--- src/irct_pkg.sv ---
// Purpose: Shared constants and types for the infrared carrier timer.
// Assumes: One word per register; byte address is four times the index.
// Notes:   Carrier and init figures count aclk cycles; tau figures count carrier periods.
package irct_pkg;

    // ------------------------------------------------------------------
    // Bus layout
    // ------------------------------------------------------------------
    localparam int unsigned ADDR_W = 12;
    localparam logic [7:0] IDX_FLAGS    = 8'hF0;
    localparam logic [7:0] IDX_CONTROL  = 8'hF2;
    localparam logic [7:0] IDX_CARRIER  = 8'hF7;
    localparam logic [7:0] IDX_INTERVAL = 8'hF8;
    localparam logic [7:0] IDX_WIDTH    = 8'hF9;
    localparam logic [1:0] RESP_OKAY    = 2'h0;
    localparam logic [1:0] RESP_SLVERR  = 2'h2;

    // ------------------------------------------------------------------
    // Field positions and reset values
    // ------------------------------------------------------------------
    localparam int unsigned BIT_FORCED = 3;
    localparam int unsigned BIT_FLAG   = 2;
    localparam int unsigned BIT_ENABLE = 3;
    localparam int unsigned BIT_MASK   = 2;
    localparam logic       RST_ENABLE   = 1'b1;
    localparam logic [3:0] IC_IDLE      = 4'hF;

    // ------------------------------------------------------------------
    // Timing
    // ------------------------------------------------------------------
    localparam int unsigned CLK_HZ      = 10_000_000;
    localparam int unsigned INIT_CYCLES = 32;
    localparam logic [3:0] CAR_PER_8    = 4'h8;
    localparam logic [3:0] CAR_PER_12   = 4'hC;
    localparam logic [3:0] CAR_HI_2     = 4'h2;
    localparam logic [3:0] CAR_HI_3     = 4'h3;
    localparam logic [3:0] CAR_HI_4     = 4'h4;
    localparam logic [5:0] TAU_PER_12   = 6'h0C;
    localparam logic [5:0] TAU_PER_16   = 6'h10;
    localparam logic [5:0] TAU_PER_20   = 6'h14;
    localparam logic [5:0] TAU_PER_32   = 6'h20;

    typedef struct packed {
        logic       div;
        logic       duty;
        logic [1:0] tau_sel;
    } irct_cfg_t;

endpackage

--- src/irct_timer.sv ---
// Purpose: Carrier, reference period, output width and interval counter.
// Assumes: aclk is the fast oscillator; registers reached over AXI4-Lite.
// Notes:   Register data sits in bits 3:0; upper bits read as zero.
// Summary of operation
// - Interrupt follows counter expiry two cycles later.
// - Interrupt comes n tau after counter load.
// - Mask bit gates the interrupt request.
// - Expiry sets flag; reading the flag clears it.
// - Output follows tau without processor help.
// - Enable held at one during initialization.
// - Clearing enable stops at next tau boundary.
// - Two bits pick carrier division and duty.
// - Two bits pick tau as carrier division.
// - Each nonzero width write gives one timed burst.
// - Counter steps per tau; stepping from 0 sets flag and leaves it idle at 0FH.
//
// Design decisions made here: the register addresses and the AXI4-Lite interface to the registers.
module irct_timer (
    // Clock and reset
    input  wire logic                       aclk,
    input  wire logic                       aresetn,
    // AXI4-Lite write address and data
    input  wire logic [irct_pkg::ADDR_W-1:0] s_axil_awaddr,
    input  wire logic                       s_axil_awvalid,
    output logic                            s_axil_awready,
    input  wire logic [31:0]                s_axil_wdata,
    input  wire logic [3:0]                 s_axil_wstrb,
    input  wire logic                       s_axil_wvalid,
    output logic                            s_axil_wready,
    // AXI4-Lite write response
    output logic [1:0]                      s_axil_bresp,
    output logic                            s_axil_bvalid,
    input  wire logic                       s_axil_bready,
    // AXI4-Lite read
    input  wire logic [irct_pkg::ADDR_W-1:0] s_axil_araddr,
    input  wire logic                       s_axil_arvalid,
    output logic                            s_axil_arready,
    output logic [31:0]                     s_axil_rdata,
    output logic [1:0]                      s_axil_rresp,
    output logic                            s_axil_rvalid,
    input  wire logic                       s_axil_rready,
    // Emitter and processor interrupt
    output logic                            ir_carrier_output,
    output logic                            carrier_irq
);

    // ------------------------------------------------------------------
    // Register state
    // ------------------------------------------------------------------
    logic                      awready_q, wready_q, bvalid_q, arready_q;
    logic                      rvalid_q, aw_full_q, w_full_q;
    logic [1:0]                bresp_q, rresp_q;
    logic [31:0]               rdata_q;
    logic [irct_pkg::ADDR_W-1:0] waddr_q;
    logic [3:0]                wdata_q;
    logic                      wstrb_q;
    logic                      forced_output_q, carrier_irq_flag_q;
    logic                      carrier_enable_q, carrier_irq_mask_q;
    irct_pkg::irct_cfg_t       cfg_q;
    logic [3:0]                ic_hold_q, irq_interval_counter_q;
    logic                      ic_pend_q, ow_pend_q;
    logic [1:0]                output_width_setting_q, ow_rem_q;
    logic                      run_q, out_q, irq_q;
    logic [5:0]                init_cnt_q;
    logic [3:0]                car_cnt_q;
    logic [5:0]                tau_cnt_q;

    // ------------------------------------------------------------------
    // Bus decode
    // ------------------------------------------------------------------
    wire       aw_take = s_axil_awvalid && awready_q;
    wire       w_take  = s_axil_wvalid && wready_q;
    wire       ar_take = s_axil_arvalid && arready_q;
    wire       wr_go   = aw_full_q && w_full_q && !bvalid_q;
    wire [7:0] widx    = waddr_q[9:2];
    wire [7:0] ridx    = s_axil_araddr[9:2];
    wire       w_hi0   = waddr_q[11:10] == 2'b00;
    wire       r_hi0   = s_axil_araddr[11:10] == 2'b00;
    wire       wr_en   = wr_go && wstrb_q && w_hi0;
    wire       wr_flags = wr_en && widx == irct_pkg::IDX_FLAGS;
    wire       wr_ctrl  = wr_en && widx == irct_pkg::IDX_CONTROL;
    wire       wr_car   = wr_en && widx == irct_pkg::IDX_CARRIER;
    wire       wr_ic    = wr_en && widx == irct_pkg::IDX_INTERVAL;
    wire       wr_ow    = wr_en && widx == irct_pkg::IDX_WIDTH;
    wire       w_map    = w_hi0 && (widx == irct_pkg::IDX_FLAGS
                          || widx == irct_pkg::IDX_CONTROL
                          || widx == irct_pkg::IDX_CARRIER
                          || widx == irct_pkg::IDX_INTERVAL
                          || widx == irct_pkg::IDX_WIDTH);
    wire       r_flags = r_hi0 && ridx == irct_pkg::IDX_FLAGS;
    wire       r_ctrl  = r_hi0 && ridx == irct_pkg::IDX_CONTROL;
    wire       r_car   = r_hi0 && ridx == irct_pkg::IDX_CARRIER;
    wire       r_ic    = r_hi0 && ridx == irct_pkg::IDX_INTERVAL;
    wire       r_ow    = r_hi0 && ridx == irct_pkg::IDX_WIDTH;
    wire       r_map   = r_flags || r_ctrl || r_car || r_ic || r_ow;
    wire       read_flag = ar_take && r_flags;
    wire [3:0] rd_val =
        r_flags ? {forced_output_q, carrier_irq_flag_q, 2'b00} :
        r_ctrl  ? {carrier_enable_q, carrier_irq_mask_q, 2'b00} :
        r_car   ? cfg_q :
        r_ic    ? irq_interval_counter_q :
        r_ow    ? {2'b00, output_width_setting_q} : 4'h0;

    // ------------------------------------------------------------------
    // Carrier and tau timing
    // ------------------------------------------------------------------
    wire [3:0] car_per = cfg_q.div ? irct_pkg::CAR_PER_12
                                   : irct_pkg::CAR_PER_8;
    wire [3:0] car_hi  =
        ({cfg_q.div, cfg_q.duty} == 2'b00) ? irct_pkg::CAR_HI_2 :
        ({cfg_q.div, cfg_q.duty} == 2'b10) ? irct_pkg::CAR_HI_4 :
                                             irct_pkg::CAR_HI_3;
    wire [5:0] tau_per =
        (cfg_q.tau_sel == 2'b00) ? irct_pkg::TAU_PER_12 :
        (cfg_q.tau_sel == 2'b01) ? irct_pkg::TAU_PER_16 :
        (cfg_q.tau_sel == 2'b10) ? irct_pkg::TAU_PER_20 :
                                   irct_pkg::TAU_PER_32;
    wire       car_wrap = run_q && car_cnt_q == car_per - 4'h1;
    wire       tau_rise = car_wrap && tau_cnt_q == tau_per - 6'h01;
    wire       car_on   = run_q && car_cnt_q < car_hi;
    wire       init_done = init_cnt_q == 6'(irct_pkg::INIT_CYCLES);
    wire [3:0] ic_src   = ic_pend_q ? ic_hold_q : irq_interval_counter_q;
    wire       ic_step  = tau_rise
                          && (ic_pend_q || ic_src != irct_pkg::IC_IDLE);
    wire       flag_set = ic_step && ic_src == 4'h0;
    wire [1:0] ow_len   = {output_width_setting_q[1], 1'b0}
                          + {1'b0, output_width_setting_q[0]};
    wire       out_d    = car_on && (ow_rem_q != 2'b00 || forced_output_q);
    wire       car_rst  = !run_q || car_wrap
                          || (wr_flags && wdata_q[irct_pkg::BIT_FORCED]);

    // ------------------------------------------------------------------
    // AXI4-Lite channels
    // ------------------------------------------------------------------
    always_ff @(posedge aclk) begin
        if (!aresetn) begin
            awready_q <= 1'b1;
            wready_q  <= 1'b1;
            aw_full_q <= 1'b0;
            w_full_q  <= 1'b0;
            bvalid_q  <= 1'b0;
            bresp_q   <= irct_pkg::RESP_OKAY;
            waddr_q   <= '0;
            wdata_q   <= 4'h0;
            wstrb_q   <= 1'b0;
        end else begin
            if (aw_take) begin
                awready_q <= 1'b0;
                aw_full_q <= 1'b1;
                waddr_q   <= s_axil_awaddr;
            end
            if (w_take) begin
                wready_q <= 1'b0;
                w_full_q <= 1'b1;
                wdata_q  <= s_axil_wdata[3:0];
                wstrb_q  <= s_axil_wstrb[0];
            end
            if (wr_go) begin
                aw_full_q <= 1'b0;
                w_full_q  <= 1'b0;
                bvalid_q  <= 1'b1;
                bresp_q   <= w_map ? irct_pkg::RESP_OKAY
                                   : irct_pkg::RESP_SLVERR;
            end
            if (bvalid_q && s_axil_bready) begin
                bvalid_q  <= 1'b0;
                awready_q <= 1'b1;
                wready_q  <= 1'b1;
            end
        end
    end

    always_ff @(posedge aclk) begin
        if (!aresetn) begin
            arready_q <= 1'b1;
            rvalid_q  <= 1'b0;
            rdata_q   <= 32'h0000_0000;
            rresp_q   <= irct_pkg::RESP_OKAY;
        end else if (ar_take) begin
            arready_q <= 1'b0;
            rvalid_q  <= 1'b1;
            rdata_q   <= {28'h000_0000, rd_val};
            rresp_q   <= r_map ? irct_pkg::RESP_OKAY : irct_pkg::RESP_SLVERR;
        end else if (rvalid_q && s_axil_rready) begin
            rvalid_q  <= 1'b0;
            arready_q <= 1'b1;
        end
    end

    // ------------------------------------------------------------------
    // Control registers
    // ------------------------------------------------------------------
    always_ff @(posedge aclk) begin
        if (!aresetn) begin
            forced_output_q    <= 1'b0;
            carrier_enable_q   <= irct_pkg::RST_ENABLE;
            carrier_irq_mask_q <= 1'b0;
            cfg_q              <= '0;
            init_cnt_q         <= 6'h00;
        end else begin
            if (!init_done)
                init_cnt_q <= init_cnt_q + 6'h01;
            if (wr_flags)
                forced_output_q <= wdata_q[irct_pkg::BIT_FORCED];
            if (wr_ctrl) begin
                carrier_irq_mask_q <= wdata_q[irct_pkg::BIT_MASK];
                if (init_done || wdata_q[irct_pkg::BIT_ENABLE])
                    carrier_enable_q <= wdata_q[irct_pkg::BIT_ENABLE];
            end
            if (wr_car)
                cfg_q <= irct_pkg::irct_cfg_t'(wdata_q);
        end
    end

    // ------------------------------------------------------------------
    // Carrier generator, width burst and interval counter
    // ------------------------------------------------------------------
    always_ff @(posedge aclk) begin
        if (!aresetn) begin
            run_q     <= 1'b0;
            car_cnt_q <= 4'h0;
            tau_cnt_q <= 6'h00;
        end else begin
            if (carrier_enable_q)
                run_q <= 1'b1;
            else if (tau_rise)
                run_q <= 1'b0;
            if (car_rst)
                car_cnt_q <= 4'h0;
            else
                car_cnt_q <= car_cnt_q + 4'h1;
            if (!run_q || tau_rise)
                tau_cnt_q <= 6'h00;
            else if (car_wrap)
                tau_cnt_q <= tau_cnt_q + 6'h01;
        end
    end

    always_ff @(posedge aclk) begin
        if (!aresetn) begin
            output_width_setting_q <= 2'b00;
            ow_pend_q              <= 1'b0;
            ow_rem_q               <= 2'b00;
        end else begin
            if (wr_ow)
                output_width_setting_q <= wdata_q[1:0];
            if (wr_ow)
                ow_pend_q <= 1'b1;
            else if (tau_rise)
                ow_pend_q <= 1'b0;
            if (!run_q)
                ow_rem_q <= 2'b00;
            else if (tau_rise && ow_pend_q)
                ow_rem_q <= ow_len;
            else if (tau_rise && ow_rem_q != 2'b00)
                ow_rem_q <= ow_rem_q - 2'b01;
        end
    end

    always_ff @(posedge aclk) begin
        if (!aresetn) begin
            ic_hold_q              <= 4'h0;
            ic_pend_q              <= 1'b0;
            irq_interval_counter_q <= irct_pkg::IC_IDLE;
        end else begin
            if (wr_ic)
                ic_hold_q <= wdata_q;
            if (wr_ic)
                ic_pend_q <= 1'b1;
            else if (tau_rise)
                ic_pend_q <= 1'b0;
            if (ic_step)
                irq_interval_counter_q <= ic_src - 4'h1;
        end
    end

    // ------------------------------------------------------------------
    // Flag, interrupt and pin
    // ------------------------------------------------------------------
    always_ff @(posedge aclk) begin
        if (!aresetn) begin
            carrier_irq_flag_q <= 1'b0;
            irq_q              <= 1'b0;
            out_q              <= 1'b0;
        end else begin
            if (flag_set)
                carrier_irq_flag_q <= 1'b1;
            else if (read_flag)
                carrier_irq_flag_q <= 1'b0;
            irq_q <= carrier_irq_flag_q && carrier_irq_mask_q;
            out_q <= out_d;
        end
    end

    assign s_axil_awready    = awready_q;
    assign s_axil_wready     = wready_q;
    assign s_axil_bvalid     = bvalid_q;
    assign s_axil_bresp      = bresp_q;
    assign s_axil_arready    = arready_q;
    assign s_axil_rvalid     = rvalid_q;
    assign s_axil_rdata      = rdata_q;
    assign s_axil_rresp      = rresp_q;
    assign ir_carrier_output = out_q;
    assign carrier_irq       = irq_q;
endmodule

--- config.mk ---
export PLATFORM = sky130hd
export DESIGN_NAME = irct_timer
export DESIGN_NICKNAME = d
export VERILOG_FILES = /design/src/irct_pkg.sv /design/src/irct_timer.sv
export SDC_FILE = /design/constraint.sdc
export NUM_CORES = 1
export LEC_CHECK = 0
export BUFFER_PORTS_ARGS = -buffer_cell sky130_fd_sc_hd__buf_2
export CORE_ASPECT_RATIO = 0.8
export CORE_MARGIN = 1.5
export CORE_UTILIZATION = 55
export DETAILED_ROUTE_END_ITERATION = 6
export GPL_ROUTABILITY_DRIVEN = 0
export PLACE_DENSITY = 0.94
export SETUP_SLACK_MARGIN = 0.5
export SYNTH_ARGS = -nofsm -noshare
export SYNTH_HDL_FRONTEND = slang
export SYNTH_SLANG_ARGS = --single-unit
--- constraint.sdc ---
create_clock -name aclk -period 2.9 [get_ports aclk]
set_input_delay 0.58 -clock aclk [delete_from_list [all_inputs] [get_ports aclk]]
set_output_delay 0.58 -clock aclk [all_outputs]
set_load 0.03 [all_outputs]
; ---- Word-level counts from Yosys, hierarchy flattened
; Cells that the tools add are included.
[classes]
n_addsub = 8
magnitude_cmp = 1
eq_ne = 17
mux = 26
bitwise = 1
reduce_logical = 65
[ops]
columns = operator, count
row1 = $eq A8 B8 Y1 const B, 10
row2 = $logic_and A1 B1 Y1, 31
row3 = $mux W4, 5
row4 = $mux W6, 3
row5 = $logic_or A1 B1 Y1, 14
row6 = $reduce_bool A2 Y1, 7
row7 = $add A6 B1 Y6 const B, 2
row8 = $mux W1, 10
row9 = $mux W2, 5
row10 = $mux W3, 3
row11 = $logic_not A2 Y1, 4
row12 = $reduce_or A2 Y1, 4
row13 = $sub A4 B1 Y4 const B, 2
row14 = $eq A6 B6 Y1, 1
row15 = $eq A6 B6 Y1 const B, 1
row16 = $sub A6 B1 Y6 const B, 1
row17 = $add A4 B1 Y4 const B, 1
row18 = $eq A2 B2 Y1 const B, 2
row19 = $eq A4 B4 Y1, 1
row20 = $logic_not A4 Y1, 1
row21 = $lt A4 B3 Y1, 1
row22 = $ne A4 B4 Y1 const B, 1
row23 = $reduce_and A2 Y1, 2
row24 = $add A2 B1 Y2, 1
row25 = 4 further kinds, 5
[totals]
reg_bits = 73
inputBits = 67
out_inout_bits = 43
word_cells = 150

; ---- Longest topological paths before layout
[logic_depth]
depth_word = 10
ltp_mapped = 8
mapped_depth_nobuf = 8

; ---- Least setup slack after synthesis
; Ideal clock, no wire load.
[synth_timing]
kind = in2reg
start = in aresetn
end = reg irq_interval_counter_q[2]
setup_time_ns = 0.125
arrival_ns = 1.734
required_time_ns = 2.775
slack_ns = 1.041
path_stages = 6
path_buffers = 1
cell_sequence = buf_2 clkinv_1 or4_1 a211o_2 o21ai_0 nor3_1
[synth_lines]
columns = item, line_no
row1 = start: declaration, irct_timer.sv:21  ; input wire logic aresetn,
row2 = end signal: assignment, irct_timer.sv:264  ; irq_interval_counter_q <= irct_pkg::IC_IDLE;
row3 = end signal: assignment, irct_timer.sv:273  ; irq_interval_counter_q <= ic_src - 4'h1;
row4 = end: declaration, irct_timer.sv:60  ; logic [3:0] ic_hold_q, irq_interval_counter_q;

; ---- Final worst setup path
[layout_timing]
start = reg ic_pend_q
end = reg irq_interval_counter_q[2]
[layout_via]
elab_chain_len = 4
elab_cells_between_ends = 5
cone_classes = add/sub: 1 / eq/ne: 1 / mux: 1 / reduce/logical: 2
[layout_rtl]
columns = item, line_no
row1 = start: declaration, irct_timer.sv:61  ; logic ic_pend_q, ow_pend_q;
row2 = start signal: assignment, irct_timer.sv:263  ; ic_pend_q <= 1'b0;
row3 = start signal: assignment, irct_timer.sv:269  ; ic_pend_q <= 1'b1;
row4 = start signal: assignment, irct_timer.sv:271  ; ic_pend_q <= 1'b0;
row5 = "parallel branches: the longest is 4 deep, another holds $sub A4 B1 Y4", -
; Several ways; the timed one is not identified.
; A chain may end at the register's enable or synchronous reset.

==> qor_table.md <==
| Item | This run |
| --- | --- |
| Post-layout nets | 522 |
| Largest cells by area after synthesis | sky130_fd_sc_hd__dfxtp_1, sky130_fd_sc_hd__buf_4, sky130_fd_sc_hd__nor2_1, sky130_fd_sc_hd__a21oi_1, sky130_fd_sc_hd__nand2_1 |
| TritonCTS clock tree | built |
| Fill cell count | 496 |
| Category of the most critical setup path | register to register |
| Post-Route Hold Slack | 0.435 ns |
| Cell internal pwr | 1.57 mW |
| Critical Path End Type | register |
| Skew-Pair Late Insertion Delay | 0.34 ns |
| Yosys reg bits | 69 |
| Number of standard cells in the final layout excluding fillers | 531 |
| Final Setup Violations | 0 |
| Post-Place Cell Area | 0.00359 mm² |
| CTS H-tree depth | 3 |
| TritonCTS buffer count | 9 |
| Worst endpoint data arrival time | 2.44 ns |
| Total overflow reported by the global router | 0 |
| Synth cell types | 58 |
| Number of placed cells counting well taps | 515 |
| Number of top-level pins | 110 |
| Maximum number of pins on one net before global-route repair | 43 |
| Total Routing Usage GR | 0.231 |
| Post-synth EDFFs | 0 |
| Leading area contributor after synthesis | sky130_fd_sc_hd__dfxtp_1 |
| Total net switching power | 0.536 mW |
| Final routed wirelength across all metal layers | 7.30 mm |
| Post-synth ARST share | 0 |
| Worst Setup Slack, final | 0.685 ns |
| Number of rows in the core area | 25 |
| Buffer cell driving the clock tree root | sky130_fd_sc_hd__clkbuf_8 |
| Quantity of gates resized following cts | 0 |
| Wire length of the first global-routing pass | 12.3 mm |
| Post-DP HPWL | 5.23 mm |
| Horizontal die dimension | 91.4 µm |
| Power per cell area | 551 mW/mm² |
| Kind of path behind the tightest hold check | input pin to register |
| Die area | 0.00674 mm² |
| Iteration-0 DRC count of the detailed router | 202 |
| Switching Share | 0.254 |
| Post-CTS setup buffer count | 0 |
| Post-route setup TNS | 0 ns |
| Final count of pins violating max slew | 0 |
| Met1 track demand over resource | 0.267 |
| Total vias in the final route | 2890 |
| Clock-pin slew reported for the worst setup and hold paths after clock tree synthesis | 0.07 ns |
| Achievable frequency | 451 MHz |
| Worst-case headroom to the max-slew limit | 0.641 |
| Synthesized cell area | 0.00344 mm² |
| Hold Violations, Final | 0 |
| Number of hold buffers added after CTS | 0 |
| Portion of synthesized cell area occupied by the leading cell type | 0.401 |
| Least-Margin Pin Slew | 0.534 ns |
| Gate power share | 0.101 |
| Vias in the first global route | 2710 |
| Startpoint class of the critical path | register |
| Static leakage power | 1.63 nW |
| Share of post-route cells with drive strength above 1 | 0.153 |
| Post-DR vias/cell | 5.44 |
| Yosys warning count | 0 |
| DIE HEIGHT | 73.8 µm |
| Unrepaired setup endpoints after global routing | false |
| Average routed wire per standard cell | 13.8 µm |
| Buffer levels on the longest clock path | 2 |
| Share of the core filled with cells | 0.640 |
| Cell count after synthesis | 403 |
| Number of optimization iterations in the first detailed-route pass | 5 |
| Clock network fraction of total power | 0.419 |
| Count of inserted antenna diode cells | 0 |
| MaxCap Viol Count | 0 |
| Global-route layer with the greatest usage | met2 |
| Shortest clock period the worst path allows after layout | 2.22 ns |
| Required time of the worst setup path | 3.13 ns |
| Most used standard cell by instance count after synthesis | sky130_fd_sc_hd__dfxtp_1 |
| Routed Antenna Nets | 0 |
| Global Route met2 Usage | 0.411 |
| Clock net sink count | 69 |
| Final worst clock skew | 0.00836 ns |
| Final total power | 2.11 mW |
| Sequential element share of the synthesized area | 0.401 |
| Number of antenna violations at the first check in global routing | 0 |
| DRC | 0 |
| Synth Area per Inst | 8.54 µm² |
| Pre-CTS WS | 0.694 ns |
| Total non-filler cell area in the finished layout | 0.00382 mm² |
| Most used flip-flop cell after synthesis | sky130_fd_sc_hd__dfxtp_1 |
| Layout overhead on the synthesized area | 11.0% |
| Count of buffers from port buffering | 44 |
| Final clock period utilization by the worst path | 0.764 |
| Register share of total power | 0.480 |
| Initial standard-cell utilization of the core | 0.576 |
| Core Box Area | 0.00597 mm² |
| Largest fanout on the critical path | 12 |
| Met3 GRT Util | 0.0663 |
| Worst vdd rail ir drop | 0.292 mV |
| Commonest cells in the netlist | sky130_fd_sc_hd__dfxtp_1, sky130_fd_sc_hd__nor2_1, sky130_fd_sc_hd__nand2_1, sky130_fd_sc_hd__a21oi_1, sky130_fd_sc_hd__buf_4 |
| Outcome | finished clean |
==> power by group through the flow <==
stage	Sequential, mW	Combinational (mW)	Clock, mW
after CTS	1.01	0.212	0.891
after floorplan	1.04	0.175	0
after global routing	1.02	0.234	0.940
after detailed placement	1.03	0.210	0
final	1.01	0.214	0.883
after global placement	1.03	0.202	0
==> metal layers <==
| metal | part of all wire | vias to the layer above |
|---|---|---|
| met1 | 0.44 | 1324 |
| met2 | 0.47 | 133 |
| met3 | 0.068 | 13 |
| met4 | 0.021 | 0 |
| met5 | 0 | - |
| li1 | - | 1420 |
==> worst paths after layout <==
check                  startpoint                         to  slack [ns]  cells after the start
setup / recovery        ic_pend_q  irq_interval_counter_q[2]        0.68                      7
hold / removal     s_axil_awvalid             s_axil_awready        0.43                      2
setup reg to reg        ic_pend_q  irq_interval_counter_q[2]        0.68                      7
hold reg to reg   s_axil_rdata[2]            s_axil_rdata[2]        0.46                      2
==> kinds of logic after synthesis <==
kind of cell / Yosys count / synth area share
xor gates and xnor gates: 14 / 0.0356
muxes: 17 / 0.0513
other: 1 / 0.00109
and+or+nand+nor: 155 / 0.219
buffers and inverters: 61 / 0.103
DFF: 69 / 0.401
adders and majority gates: 10 / 0.0364
AOI/OAI and AO/OA: 76 / 0.153
==> flip-flops by register name, summed over array words and instances, names as in the netlist, 2 cells and up <==
register	flops
car_cnt_q	4
cfg_q	4
ic_hold_q	4
init_cnt_q	6
irq_interval_counter_q	4
output_width_setting_q	2
ow_rem_q	2
s_axil_rdata	4
tau_cnt_q	6
waddr_q	10
wdata_q	4
==> layout by cell type (no fill, tap or decap), types with 2 or more instances in the layout <==
master | netlist | final
sky130_fd_sc_hd__o32ai_1 | 3 | 3
sky130_fd_sc_hd__and4_1 | 2 | 2
sky130_fd_sc_hd__o21ai_1 | 3 | 3
sky130_fd_sc_hd__nand3_1 | 20 | 20
sky130_fd_sc_hd__xnor2_1 | 8 | 8
sky130_fd_sc_hd__a211oi_1 | 2 | 2
sky130_fd_sc_hd__ha_1 | 10 | 10
sky130_fd_sc_hd__a21oi_1 | 32 | 32
sky130_fd_sc_hd__and3_1 | 4 | 4
sky130_fd_sc_hd__conb_1 | 1 | 30
sky130_fd_sc_hd__nand2_1 | 41 | 41
sky130_fd_sc_hd__nor3b_1 | 2 | 2
sky130_fd_sc_hd__clkbuf_8 | 0 | 11
sky130_fd_sc_hd__o21ai_0 | 13 | 13
sky130_fd_sc_hd__mux2i_1 | 15 | 15
sky130_fd_sc_hd__nor3_1 | 9 | 9
sky130_fd_sc_hd__bufinv_16 | 0 | 2
sky130_fd_sc_hd__xor2_1 | 6 | 6
sky130_fd_sc_hd__nand4b_1 | 3 | 3
sky130_fd_sc_hd__clkbuf_1 | 9 | 2
sky130_fd_sc_hd__dfxtp_1 | 69 | 69
sky130_fd_sc_hd__o2bb2ai_1 | 3 | 3
sky130_fd_sc_hd__nor2_1 | 46 | 46
sky130_fd_sc_hd__buf_2 | 3 | 44
sky130_fd_sc_hd__and2_1 | 2 | 2
sky130_fd_sc_hd__nand4_1 | 7 | 7
sky130_fd_sc_hd__nand2b_1 | 7 | 7
sky130_fd_sc_hd__nor2b_1 | 3 | 3
sky130_fd_sc_hd__inv_1 | 17 | 17
sky130_fd_sc_hd__a22oi_1 | 3 | 3
sky130_fd_sc_hd__o21bai_1 | 2 | 2
==> layout make-up <==
| class | count | area [µm²] | area share |
|---|---|---|---|
| clock buffers | 13 | 159 | 0.0416 |
| clock inverters | 3 | 67.6 | 0.0177 |
| inverters | 18 | 67.6 | 0.0177 |
| multi-input cells | 302 | 1820 | 0.475 |
| flip-flops and latches | 69 | 1380 | 0.361 |
| well taps | 81 | 101 | 0.0265 |
| repair buffers | 45 | 228 | 0.0596 |
==> critical path, cell delays in order, from the launching register on <==
cell                      delay, ns
sky130_fd_sc_hd__dfxtp_1       0.60
sky130_fd_sc_hd__mux2_2        0.31
sky130_fd_sc_hd__inv_1         0.08
sky130_fd_sc_hd__ha_1          0.22
sky130_fd_sc_hd__or4_1         0.50
sky130_fd_sc_hd__a211o_2       0.27
sky130_fd_sc_hd__o21ai_0       0.08
sky130_fd_sc_hd__nor3_1        0.07
Power figures use the tool's default switching activity.
